$ cat src/lgp_pkg.sv
// Overview of operation
// - data line changes only while serial clock is low, stable while high
// - data falling while clock high is detected as START
// - data rising while clock high is detected as STOP
// - bus busy from START until STOP, idle after STOP
// - repeated START behaves exactly like a first START
// - bytes are eight bits, most significant first, then one acknowledge slot
// - the byte sender releases the data line during the acknowledge pulse
// - addressed receiver pulls data low on the ninth pulse of each byte
// - first byte holds seven-bit address; respond only to 59H
// - direction bit 0 means write, 1 means read
// - write: second byte is register index, third byte is the value
// - written value takes effect at clock rise of last device acknowledge
// - three bidirectional pins; pin 0 may serve as external PWM input
// - control register 06H bits 2:0 set pin direction, 1 is output
// - control bit 4 enables the PWM input function of pin 0
// - with PWM enabled pin 0 is an input whatever its direction bit
// - pins 1 and 2 follow only their direction bits
// - data register 07H bits 2:0 give the level of output pins
// - reading the data register returns actual pin levels
package lgp_pkg;

  localparam logic [6:0] DEV_ADDR = 7'h59;
  localparam logic DIR_READ = 1'b1;
  localparam logic [7:0] CTRL_OFS = 8'h06;
  localparam logic [7:0] DATA_OFS = 8'h07;
  localparam int PWM_BIT = 4;
  localparam logic [7:0] CTRL_MASK = 8'h17;
  localparam logic [7:0] DATA_MASK = 8'h07;
  localparam logic [7:0] CTRL_RST = 8'h00;
  localparam logic [7:0] DATA_RST = 8'h00;
  localparam logic [3:0] BYTE_BITS = 4'h8;
  localparam logic [5:0] SYNC_IDLE = 6'h3f;

  // output data hold after the falling clock edge
  localparam int CLK_PERIOD_NS = 40;
  localparam int HOLD_NS = 300;
  localparam logic [3:0] HOLD_CYC =
    4'((HOLD_NS + CLK_PERIOD_NS - 1) / CLK_PERIOD_NS);

  typedef enum logic [3:0] {
    ST_IDLE, ST_ADDR, ST_ADDR_ACK, ST_INDEX, ST_INDEX_ACK,
    ST_WDATA, ST_WDATA_ACK, ST_RDATA, ST_RDATA_ACK, ST_IGNORE
  } lgp_state_t;

  // synchroniser bits: {ext_rst_n, gpio[2:0], sda, scl}
  typedef struct packed {
    logic [5:0] s1;
    logic [5:0] s2;
    logic scl_d;
    logic sda_d;
  } lgp_sync_t;

  typedef struct packed {
    lgp_state_t state;
    logic [3:0] bit_cnt;
    logic [7:0] shreg;
    logic [7:0] index;
    logic rw;
    logic ack_ok;
    logic [7:0] ctrl;
    logic [7:0] data;
    logic want_low;
    logic [3:0] hold_cnt;
    logic sda_oe_n;
    logic sda_o;
    logic busy;
    logic [2:0] gpio_out;
    logic [2:0] gpio_oe_n;
    logic pwm_level;
  } lgp_core_t;

  localparam lgp_core_t CORE_RST = '{
    state: ST_IDLE, bit_cnt: 4'h0, shreg: 8'h00, index: 8'h00,
    rw: 1'b0, ack_ok: 1'b0, ctrl: CTRL_RST, data: DATA_RST,
    want_low: 1'b0, hold_cnt: 4'h0, sda_oe_n: 1'b1, sda_o: 1'b0,
    busy: 1'b0, gpio_out: 3'h0, gpio_oe_n: 3'h7, pwm_level: 1'b0
  };

endpackage

$ cat src/lgp_line_if.sv
`timescale 1ns/1ps
interface lgp_line_if;
  logic scl;
  logic sda;
  logic scl_rise;
  logic scl_fall;
  logic start;
  logic stop;
  logic ext_rst;
  logic [2:0] pins;
  modport src (
    output scl, sda, scl_rise, scl_fall, start, stop, ext_rst, pins
  );
  modport snk (
    input scl, sda, scl_rise, scl_fall, start, stop, ext_rst, pins
  );
endinterface

$ cat src/lgp_line_sync.sv
`timescale 1ns/1ps
module lgp_line_sync (
  // clock and reset
  input wire logic ref_clk,
  input wire logic rst,
  input wire logic clk_en,
  // raw pins
  input wire logic scl_pin,
  input wire logic sda_pin,
  input wire logic [2:0] gpio_pin,
  input wire logic external_reset_n,
  // synchronised view
  lgp_line_if.src line
);

  lgp_pkg::lgp_sync_t r;
  lgp_pkg::lgp_sync_t r_nxt;

  always_comb begin
    r_nxt = r;
    r_nxt.s1 = {external_reset_n, gpio_pin, sda_pin, scl_pin};
    r_nxt.s2 = r.s1;
    r_nxt.scl_d = r.s2[0];
    r_nxt.sda_d = r.s2[1];
  end

  always_ff @(posedge ref_clk) begin
    if (rst) begin
      r <= '{s1: lgp_pkg::SYNC_IDLE, s2: lgp_pkg::SYNC_IDLE,
             scl_d: 1'b1, sda_d: 1'b1};
    end else if (clk_en) begin
      r <= r_nxt;
    end
  end

  // edges only from second stage onward, never the first flop
  assign line.scl = r.s2[0];
  assign line.sda = r.s2[1];
  assign line.pins = r.s2[4:2];
  assign line.ext_rst = ~r.s2[5];
  assign line.scl_rise = r.s2[0] & ~r.scl_d;
  assign line.scl_fall = ~r.s2[0] & r.scl_d;
  assign line.start = r.scl_d & r.s2[0] & r.sda_d & ~r.s2[1];
  assign line.stop = r.scl_d & r.s2[0] & ~r.sda_d & r.s2[1];

endmodule

$ cat src/lgp_reg_port.sv
`timescale 1ns/1ps
module lgp_reg_port (
  // clock and reset
  input wire logic ref_clk,
  input wire logic rst,
  input wire logic clk_en,
  input wire logic external_reset_n,
  // serial bus
  input wire logic scl_pin,
  input wire logic sda_pin,
  output logic sda_out,
  output logic sda_oe_n,
  // general-purpose pins
  input wire logic [2:0] gpio_pin,
  output logic [2:0] gpio_out,
  output logic [2:0] gpio_oe_n,
  // status toward the led drivers
  output logic pwm_level,
  output logic bus_busy
);

  lgp_line_if line ();

  lgp_line_sync u_sync (
    .ref_clk(ref_clk),
    .rst(rst),
    .clk_en(clk_en),
    .scl_pin(scl_pin),
    .sda_pin(sda_pin),
    .gpio_pin(gpio_pin),
    .external_reset_n(external_reset_n),
    .line(line)
  );

  lgp_pkg::lgp_core_t r;
  lgp_pkg::lgp_core_t r_nxt;

  // unmapped indexes read as zero
  function automatic logic [7:0] rd_value(input logic [7:0] idx,
                                          input logic [7:0] ctrl,
                                          input logic [2:0] pins);
    rd_value = 8'h00;
    if (idx == lgp_pkg::CTRL_OFS) begin
      rd_value = ctrl & lgp_pkg::CTRL_MASK;
    end else if (idx == lgp_pkg::DATA_OFS) begin
      rd_value = {5'h00, pins};
    end
  endfunction

  always_comb begin
    logic [7:0] rd;
    rd = rd_value(r.index, r.ctrl, line.pins);
    r_nxt = r;
    r_nxt.sda_o = 1'b0;
    // drive changes wait out the hold time after the clock fell
    if (r.hold_cnt != 4'h0) begin
      r_nxt.hold_cnt = r.hold_cnt - 4'h1;
      if (r.hold_cnt == 4'h1) begin
        r_nxt.sda_oe_n = ~r.want_low;
      end
    end
    if (line.stop) begin
      r_nxt.state = lgp_pkg::ST_IDLE;
      r_nxt.busy = 1'b0;
      r_nxt.want_low = 1'b0;
      r_nxt.hold_cnt = 4'h0;
      r_nxt.sda_oe_n = 1'b1;
    end else if (line.start) begin
      r_nxt.state = lgp_pkg::ST_ADDR;
      r_nxt.bit_cnt = 4'h0;
      r_nxt.busy = 1'b1;
      r_nxt.want_low = 1'b0;
      r_nxt.hold_cnt = 4'h0;
      r_nxt.sda_oe_n = 1'b1;
    end else if (line.scl_rise) begin
      unique case (r.state)
        lgp_pkg::ST_ADDR, lgp_pkg::ST_INDEX, lgp_pkg::ST_WDATA: begin
          if (r.bit_cnt != lgp_pkg::BYTE_BITS) begin
            r_nxt.shreg = {r.shreg[6:0], line.sda};
            r_nxt.bit_cnt = r.bit_cnt + 4'h1;
          end
        end
        lgp_pkg::ST_WDATA_ACK: begin
          if (r.index == lgp_pkg::CTRL_OFS) begin
            r_nxt.ctrl = r.shreg & lgp_pkg::CTRL_MASK;
          end else if (r.index == lgp_pkg::DATA_OFS) begin
            r_nxt.data = r.shreg & lgp_pkg::DATA_MASK;
          end
        end
        lgp_pkg::ST_RDATA_ACK: begin
          r_nxt.ack_ok = ~line.sda;
        end
        lgp_pkg::ST_IDLE, lgp_pkg::ST_ADDR_ACK, lgp_pkg::ST_INDEX_ACK,
        lgp_pkg::ST_RDATA, lgp_pkg::ST_IGNORE: begin
        end
      endcase
    end else if (line.scl_fall) begin
      r_nxt.hold_cnt = lgp_pkg::HOLD_CYC;
      unique case (r.state)
        lgp_pkg::ST_ADDR: begin
          if (r.bit_cnt == lgp_pkg::BYTE_BITS) begin
            if (r.shreg[7:1] == lgp_pkg::DEV_ADDR) begin
              r_nxt.state = lgp_pkg::ST_ADDR_ACK;
              r_nxt.rw = r.shreg[0];
              r_nxt.want_low = 1'b1;
            end else begin
              r_nxt.state = lgp_pkg::ST_IGNORE;
              r_nxt.want_low = 1'b0;
            end
          end
        end
        lgp_pkg::ST_INDEX: begin
          if (r.bit_cnt == lgp_pkg::BYTE_BITS) begin
            r_nxt.index = r.shreg;
            r_nxt.state = lgp_pkg::ST_INDEX_ACK;
            r_nxt.want_low = 1'b1;
          end
        end
        lgp_pkg::ST_WDATA: begin
          if (r.bit_cnt == lgp_pkg::BYTE_BITS) begin
            r_nxt.state = lgp_pkg::ST_WDATA_ACK;
            r_nxt.want_low = 1'b1;
          end
        end
        lgp_pkg::ST_ADDR_ACK: begin
          r_nxt.bit_cnt = 4'h0;
          if (r.rw == lgp_pkg::DIR_READ) begin
            r_nxt.state = lgp_pkg::ST_RDATA;
            r_nxt.shreg = rd;
            r_nxt.want_low = ~rd[7];
          end else begin
            r_nxt.state = lgp_pkg::ST_INDEX;
            r_nxt.want_low = 1'b0;
          end
        end
        lgp_pkg::ST_INDEX_ACK, lgp_pkg::ST_WDATA_ACK: begin
          // further bytes rewrite the same index
          r_nxt.state = lgp_pkg::ST_WDATA;
          r_nxt.bit_cnt = 4'h0;
          r_nxt.want_low = 1'b0;
        end
        lgp_pkg::ST_RDATA: begin
          if (r.bit_cnt == 4'h7) begin
            r_nxt.state = lgp_pkg::ST_RDATA_ACK;
            r_nxt.want_low = 1'b0;
          end else begin
            r_nxt.shreg = {r.shreg[6:0], 1'b0};
            r_nxt.want_low = ~r.shreg[6];
            r_nxt.bit_cnt = r.bit_cnt + 4'h1;
          end
        end
        lgp_pkg::ST_RDATA_ACK: begin
          r_nxt.bit_cnt = 4'h0;
          if (r.ack_ok) begin
            r_nxt.state = lgp_pkg::ST_RDATA;
            r_nxt.shreg = rd;
            r_nxt.want_low = ~rd[7];
          end else begin
            r_nxt.state = lgp_pkg::ST_IGNORE;
            r_nxt.want_low = 1'b0;
          end
        end
        lgp_pkg::ST_IDLE, lgp_pkg::ST_IGNORE: begin
          r_nxt.want_low = 1'b0;
        end
      endcase
    end
    // pin drivers follow the registers one cycle later
    for (int i = 0; i < 3; i++) begin
      r_nxt.gpio_oe_n[i] = ~r.ctrl[i];
      r_nxt.gpio_out[i] = r.data[i];
    end
    if (r.ctrl[lgp_pkg::PWM_BIT]) begin
      r_nxt.gpio_oe_n[0] = 1'b1;
    end
    r_nxt.pwm_level = r.ctrl[lgp_pkg::PWM_BIT] & line.pins[0];
    if (line.ext_rst) begin
      r_nxt = lgp_pkg::CORE_RST;
    end
  end

  always_ff @(posedge ref_clk) begin
    if (rst) begin
      r <= lgp_pkg::CORE_RST;
    end else if (clk_en) begin
      r <= r_nxt;
    end
  end

  assign sda_out = r.sda_o;
  assign sda_oe_n = r.sda_oe_n;
  assign gpio_out = r.gpio_out;
  assign gpio_oe_n = r.gpio_oe_n;
  assign pwm_level = r.pwm_level;
  assign bus_busy = r.busy;
endmodule

$ cat config.mk
export PLATFORM = sky130hd
export DESIGN_NAME = lgp_reg_port
export DESIGN_NICKNAME = d
export VERILOG_FILES = /design/src/lgp_pkg.sv /design/src/lgp_line_if.sv /design/src/lgp_line_sync.sv /design/src/lgp_reg_port.sv
export SDC_FILE = /design/constraint.sdc
export NUM_CORES = 1
export LEC_CHECK = 0
export BUFFER_PORTS_ARGS = -buffer_cell sky130_fd_sc_hd__buf_2
export CAP_MARGIN = 20
export CORE_MARGIN = 2
export CORE_UTILIZATION = 40
export DETAILED_ROUTE_END_ITERATION = 12
export HOLD_SLACK_MARGIN = 0.08
export SYNTH_ARGS = -nofsm -noshare
export SYNTH_HDL_FRONTEND = slang
export SYNTH_SLANG_ARGS = --single-unit
$ cat constraint.sdc
create_clock -name ref_clk -period 2 [get_ports ref_clk]
set_input_delay 0.5 -clock ref_clk [delete_from_list [all_inputs] [get_ports ref_clk]]
set_output_delay 0.5 -clock ref_clk [all_outputs]
set_load 0.02 [all_outputs]
==> summary.txt <==
Run status
  • Status: complete, no violations

CTS
  • Reg clk slew, reported paths: 0.07 ns
  • Hold-fix buffers, CTS: 0
  • H-tree levels: 3
  • CTS tree: done
  • Clock buffer depth: 2
  • Sink Count: roughly 60
  • Setup Fix Bufs, Post-CTS: 0
  • CTS buffer count: 9
  • Clock Latency Late Sink: 0.33 ns
  • Root buffer cell: clkbuf_8

Critical path
  • Crit path max-delay family: simple AND/OR/NAND/NOR gates
  • Crit. End Element: flop
  • WP data arrival: between 2 and 2.5 ns
  • Critical path data required time: 2.27 ns
  • Critical-path maximum fanout: 4
  • R2R setup slack: 0.06 ns
  • WP depth: 6
  • Depth of the worst register-to-register path: 6
  • RR Startpoint: u_sync.line.scl
  • WP buf/inv: 1
  • Worst path max stage delay: 0.49 ns
  • Worst Setup Start Kind: flop
  • Crit path max-delay cell type: or4_1
  • R2r endpoint: r[47]
  • Crit Path Category: flop to flop
  • Crit-path cells: inv_2 > ha_4 > or3_4 > o221a_4 > or4_1 > a21oi_1

Cells and area
  • Area of the multi-input gates: 1890 sq um
  • P&R area growth vs syn: 16.7%
  • Nets: 435
  • Share of cells above drive strength 1: 0.217
  • Fill cells: 803
  • Antenna Cells: 0
  • Reg area: approximately 1200 sq um

Drt
  • Final wirelength: about 8000 um
  • DRC violations left: 0
  • Via count: 2,884
  • Initial DRC count: about 140
  • Pre-Repair DR Iteration Count: 4
  • DR WL/cell: ~15 um
  • Antenna Nets Post-Route: 0
  • Drt via density: approximately 5.5

Logic synthesis
  • Fraction of registers with async set/reset: 0
  • Top cells by count, synth: 61 x dfxtp_1, 56 x nand2_1, 30 x mux2i_1, 21 x a21oi_1, 19 x nor2_1
  • YS warnings: 0
  • Main flop type after synthesis: dfxtp_1
  • Syn Area/Cell: 8.58 sq um
  • Mapped Area: ~3300 sq um
  • Yosys top cell by area: dfxtp_1
  • EDFF count, synth: 0
  • Synth area leaders: dfxtp_1 37%, mux2i_1 9.0%, nand2_1 6.3%
  • Yosys cell types: 72
  • Synth Register Bits: 61
  • Post-Syn Instances: 388
  • Top cell type's share of synthesized area: 0.367
  • Sequential area share after synthesis: 0.367
  • Syn Nets: 404
  • Most common cell in the netlist: dfxtp_1

Timing
  • Setup TNS Final: 0 ns
  • Final setup violation count: 0
  • Max Fclk: approximately 0.52 GHz
  • RSZ-0062 raised after global routing: no
  • Fin. max-slew vios: 0
  • Period utilization: 0.969
  • Layout Skew: 0.00732 ns
  • Crit path time final: 1.94 ns
  • Endpoints failing hold: 0

Floorplanning
  • Die footprint: 9070 sq um
  • Initial core utilization: 0.409
  • Die height: between 90 and 100 um
  • Die W: 95.2 um
  • # rows: 33
  • Core Footprint: 8130 sq um
  • Io pins: 19

Pwr
  • Total chip power: 2760 uW
  • Power per cell area: 710 nW/um^2
  • Maximum VDD drop: 0.000403 V
  • Leakage: between 0.0015 and 0.002 uW

Global route
  • Initial antenna violation count: 0
  • Overall Global Routing Usage: 0.192
  • Vias in the first global route: 2,731
  • Largest net degree at the start of global routing: 29
  • First-pass GRT wire length: 13,500 um
  • Grt ovf: 0

Min path
  • Hold WC Path Type: input port to flop
  • Worst Hold Launch: gpio_pin[2]
  • WHS Path Cells: 3
  • Hold Path End: u_sync.r[12]

Job
  • Max-Cap Viols: 0

Placement
  • DPL Wire Length: 5890 um
  • Final Wtd Congestion: 0.856
  • IO buf count: 17
[metrics by stage]
stage | cells | utilization | hold WS [ns] | worst slack (ns) | cell area [sq um]
after floorplan | 388 | - | 0.432 | -0.0120 | 3340
after detailed placement | 513 | 0.449 | 0.450 | -0.0281 | 3660
after global routing | 529 | 0.478 | 0.386 | 0.000851 | 3880
after CTS | 529 | 0.473 | 0.360 | 0.00276 | 3850
final | 529 | 0.478 | 0.379 | 0.0627 | 3880
after global placement | 513 | 0.449 | 0.442 | 0.0503 | 3660
[worst reg2reg max path, cell delays in order, from the launching register on]
cell     delay, ns
dfxtp_4       0.37
inv_2         0.06
ha_4          0.23
or3_4         0.34
o221a_4       0.23
or4_1         0.49
a21oi_1       0.15
[cell type report]
class | instances | area share
Sequential cell | 61 | 0.317
Inverter | 19 | 0.0184
Timing Repair Buffer | 51 | 0.0940
Clock buffer | 11 | 0.0338
Tap cell | 105 | 0.0338
Multi-Input combinational cell | 277 | 0.488
Clock inverter | 5 | 0.0155
[repair_timing]
action	4_1_cts	5_1_grt
pin swaps	0	2
endpoints found under the hold margin	0	0
resized for setup	2	12
endpoints found under the setup margin	3	8
[placed cells by master (no fill, tap or decap), types with 3 or more instances in the layout]
cell	Yosys	layout
and3b_1	4	4
buf_4	10	32
nand2b_1	3	3
ha_1	7	5
mux2i_1	30	30
a31oi_1	3	3
or3_1	4	3
buf_2	4	17
inv_1	18	17
nand2_1	56	56
clkbuf_8	0	9
nor4_1	5	5
and2_1	4	3
and3_1	3	3
a21oi_1	21	21
nor2_1	19	19
or4_1	6	6
nand4_1	10	10
o211ai_1	4	4
nor3_1	4	4
o21a_1	3	3
nand4b_1	4	4
dfxtp_1	61	55
nand3_1	8	8
o31ai_1	6	6
dfxtp_2	0	5
o21ai_0	16	16
nand3b_1	3	3
[worst max path at each step]
stage,start,endpoint
6_report,u_sync.line.scl,r[47]
5_1_grt,u_sync.line.scl,r[51]
4_1_cts,u_sync.line.scl,r[47]
3_5_place_dp,u_sync.line.scl,r[47]
3_3_place_gp,u_sync.r[1],r[51]
2_1_floorplan,u_sync.r[1],r[52]
[sequential cells by signal (all words and copies together), names as in the netlist]
register / flops
gpio_out: 3
u_sync.r: 9
gpio_oe_n: 3
u_sync.line.scl: 1
bus_busy: 1
r: 38
sda_oe_n: 1
u_sync.line.sda: 1
u_sync.line.pins: 3
pwm_level: 1
[layer usage]
| layer | GRT usage | wire, um | vias to the layer above |
|---|---|---|---|
| met5 | 0 | 0 | - |
| met4 | 0.0652 | 89 | 0 |
| met3 | 0.0411 | 256 | 8 |
| met2 | 0.297 | 3710 | 43 |
| met1 | 0.265 | 3960 | 1363 |
| li1 | - | - | 1470 |
[report_power, final]
group          switching [uW]  leakage [uW]  internal (uW)
registers                27.7      0.000496           1240
logic                     224      0.000982            175
clock network             507     0.0000939            581
[cell families after synthesis]
logic type	share of synthesized area
simple gates	0.236
compound gates	0.192
flops	0.367
buf+inv	0.0759
mux	0.0936
fa+ha+maj	0.0263
xor+xnor	0.00790
other cells	0.00113
Note: power is estimated with default switching activity, not from simulation.
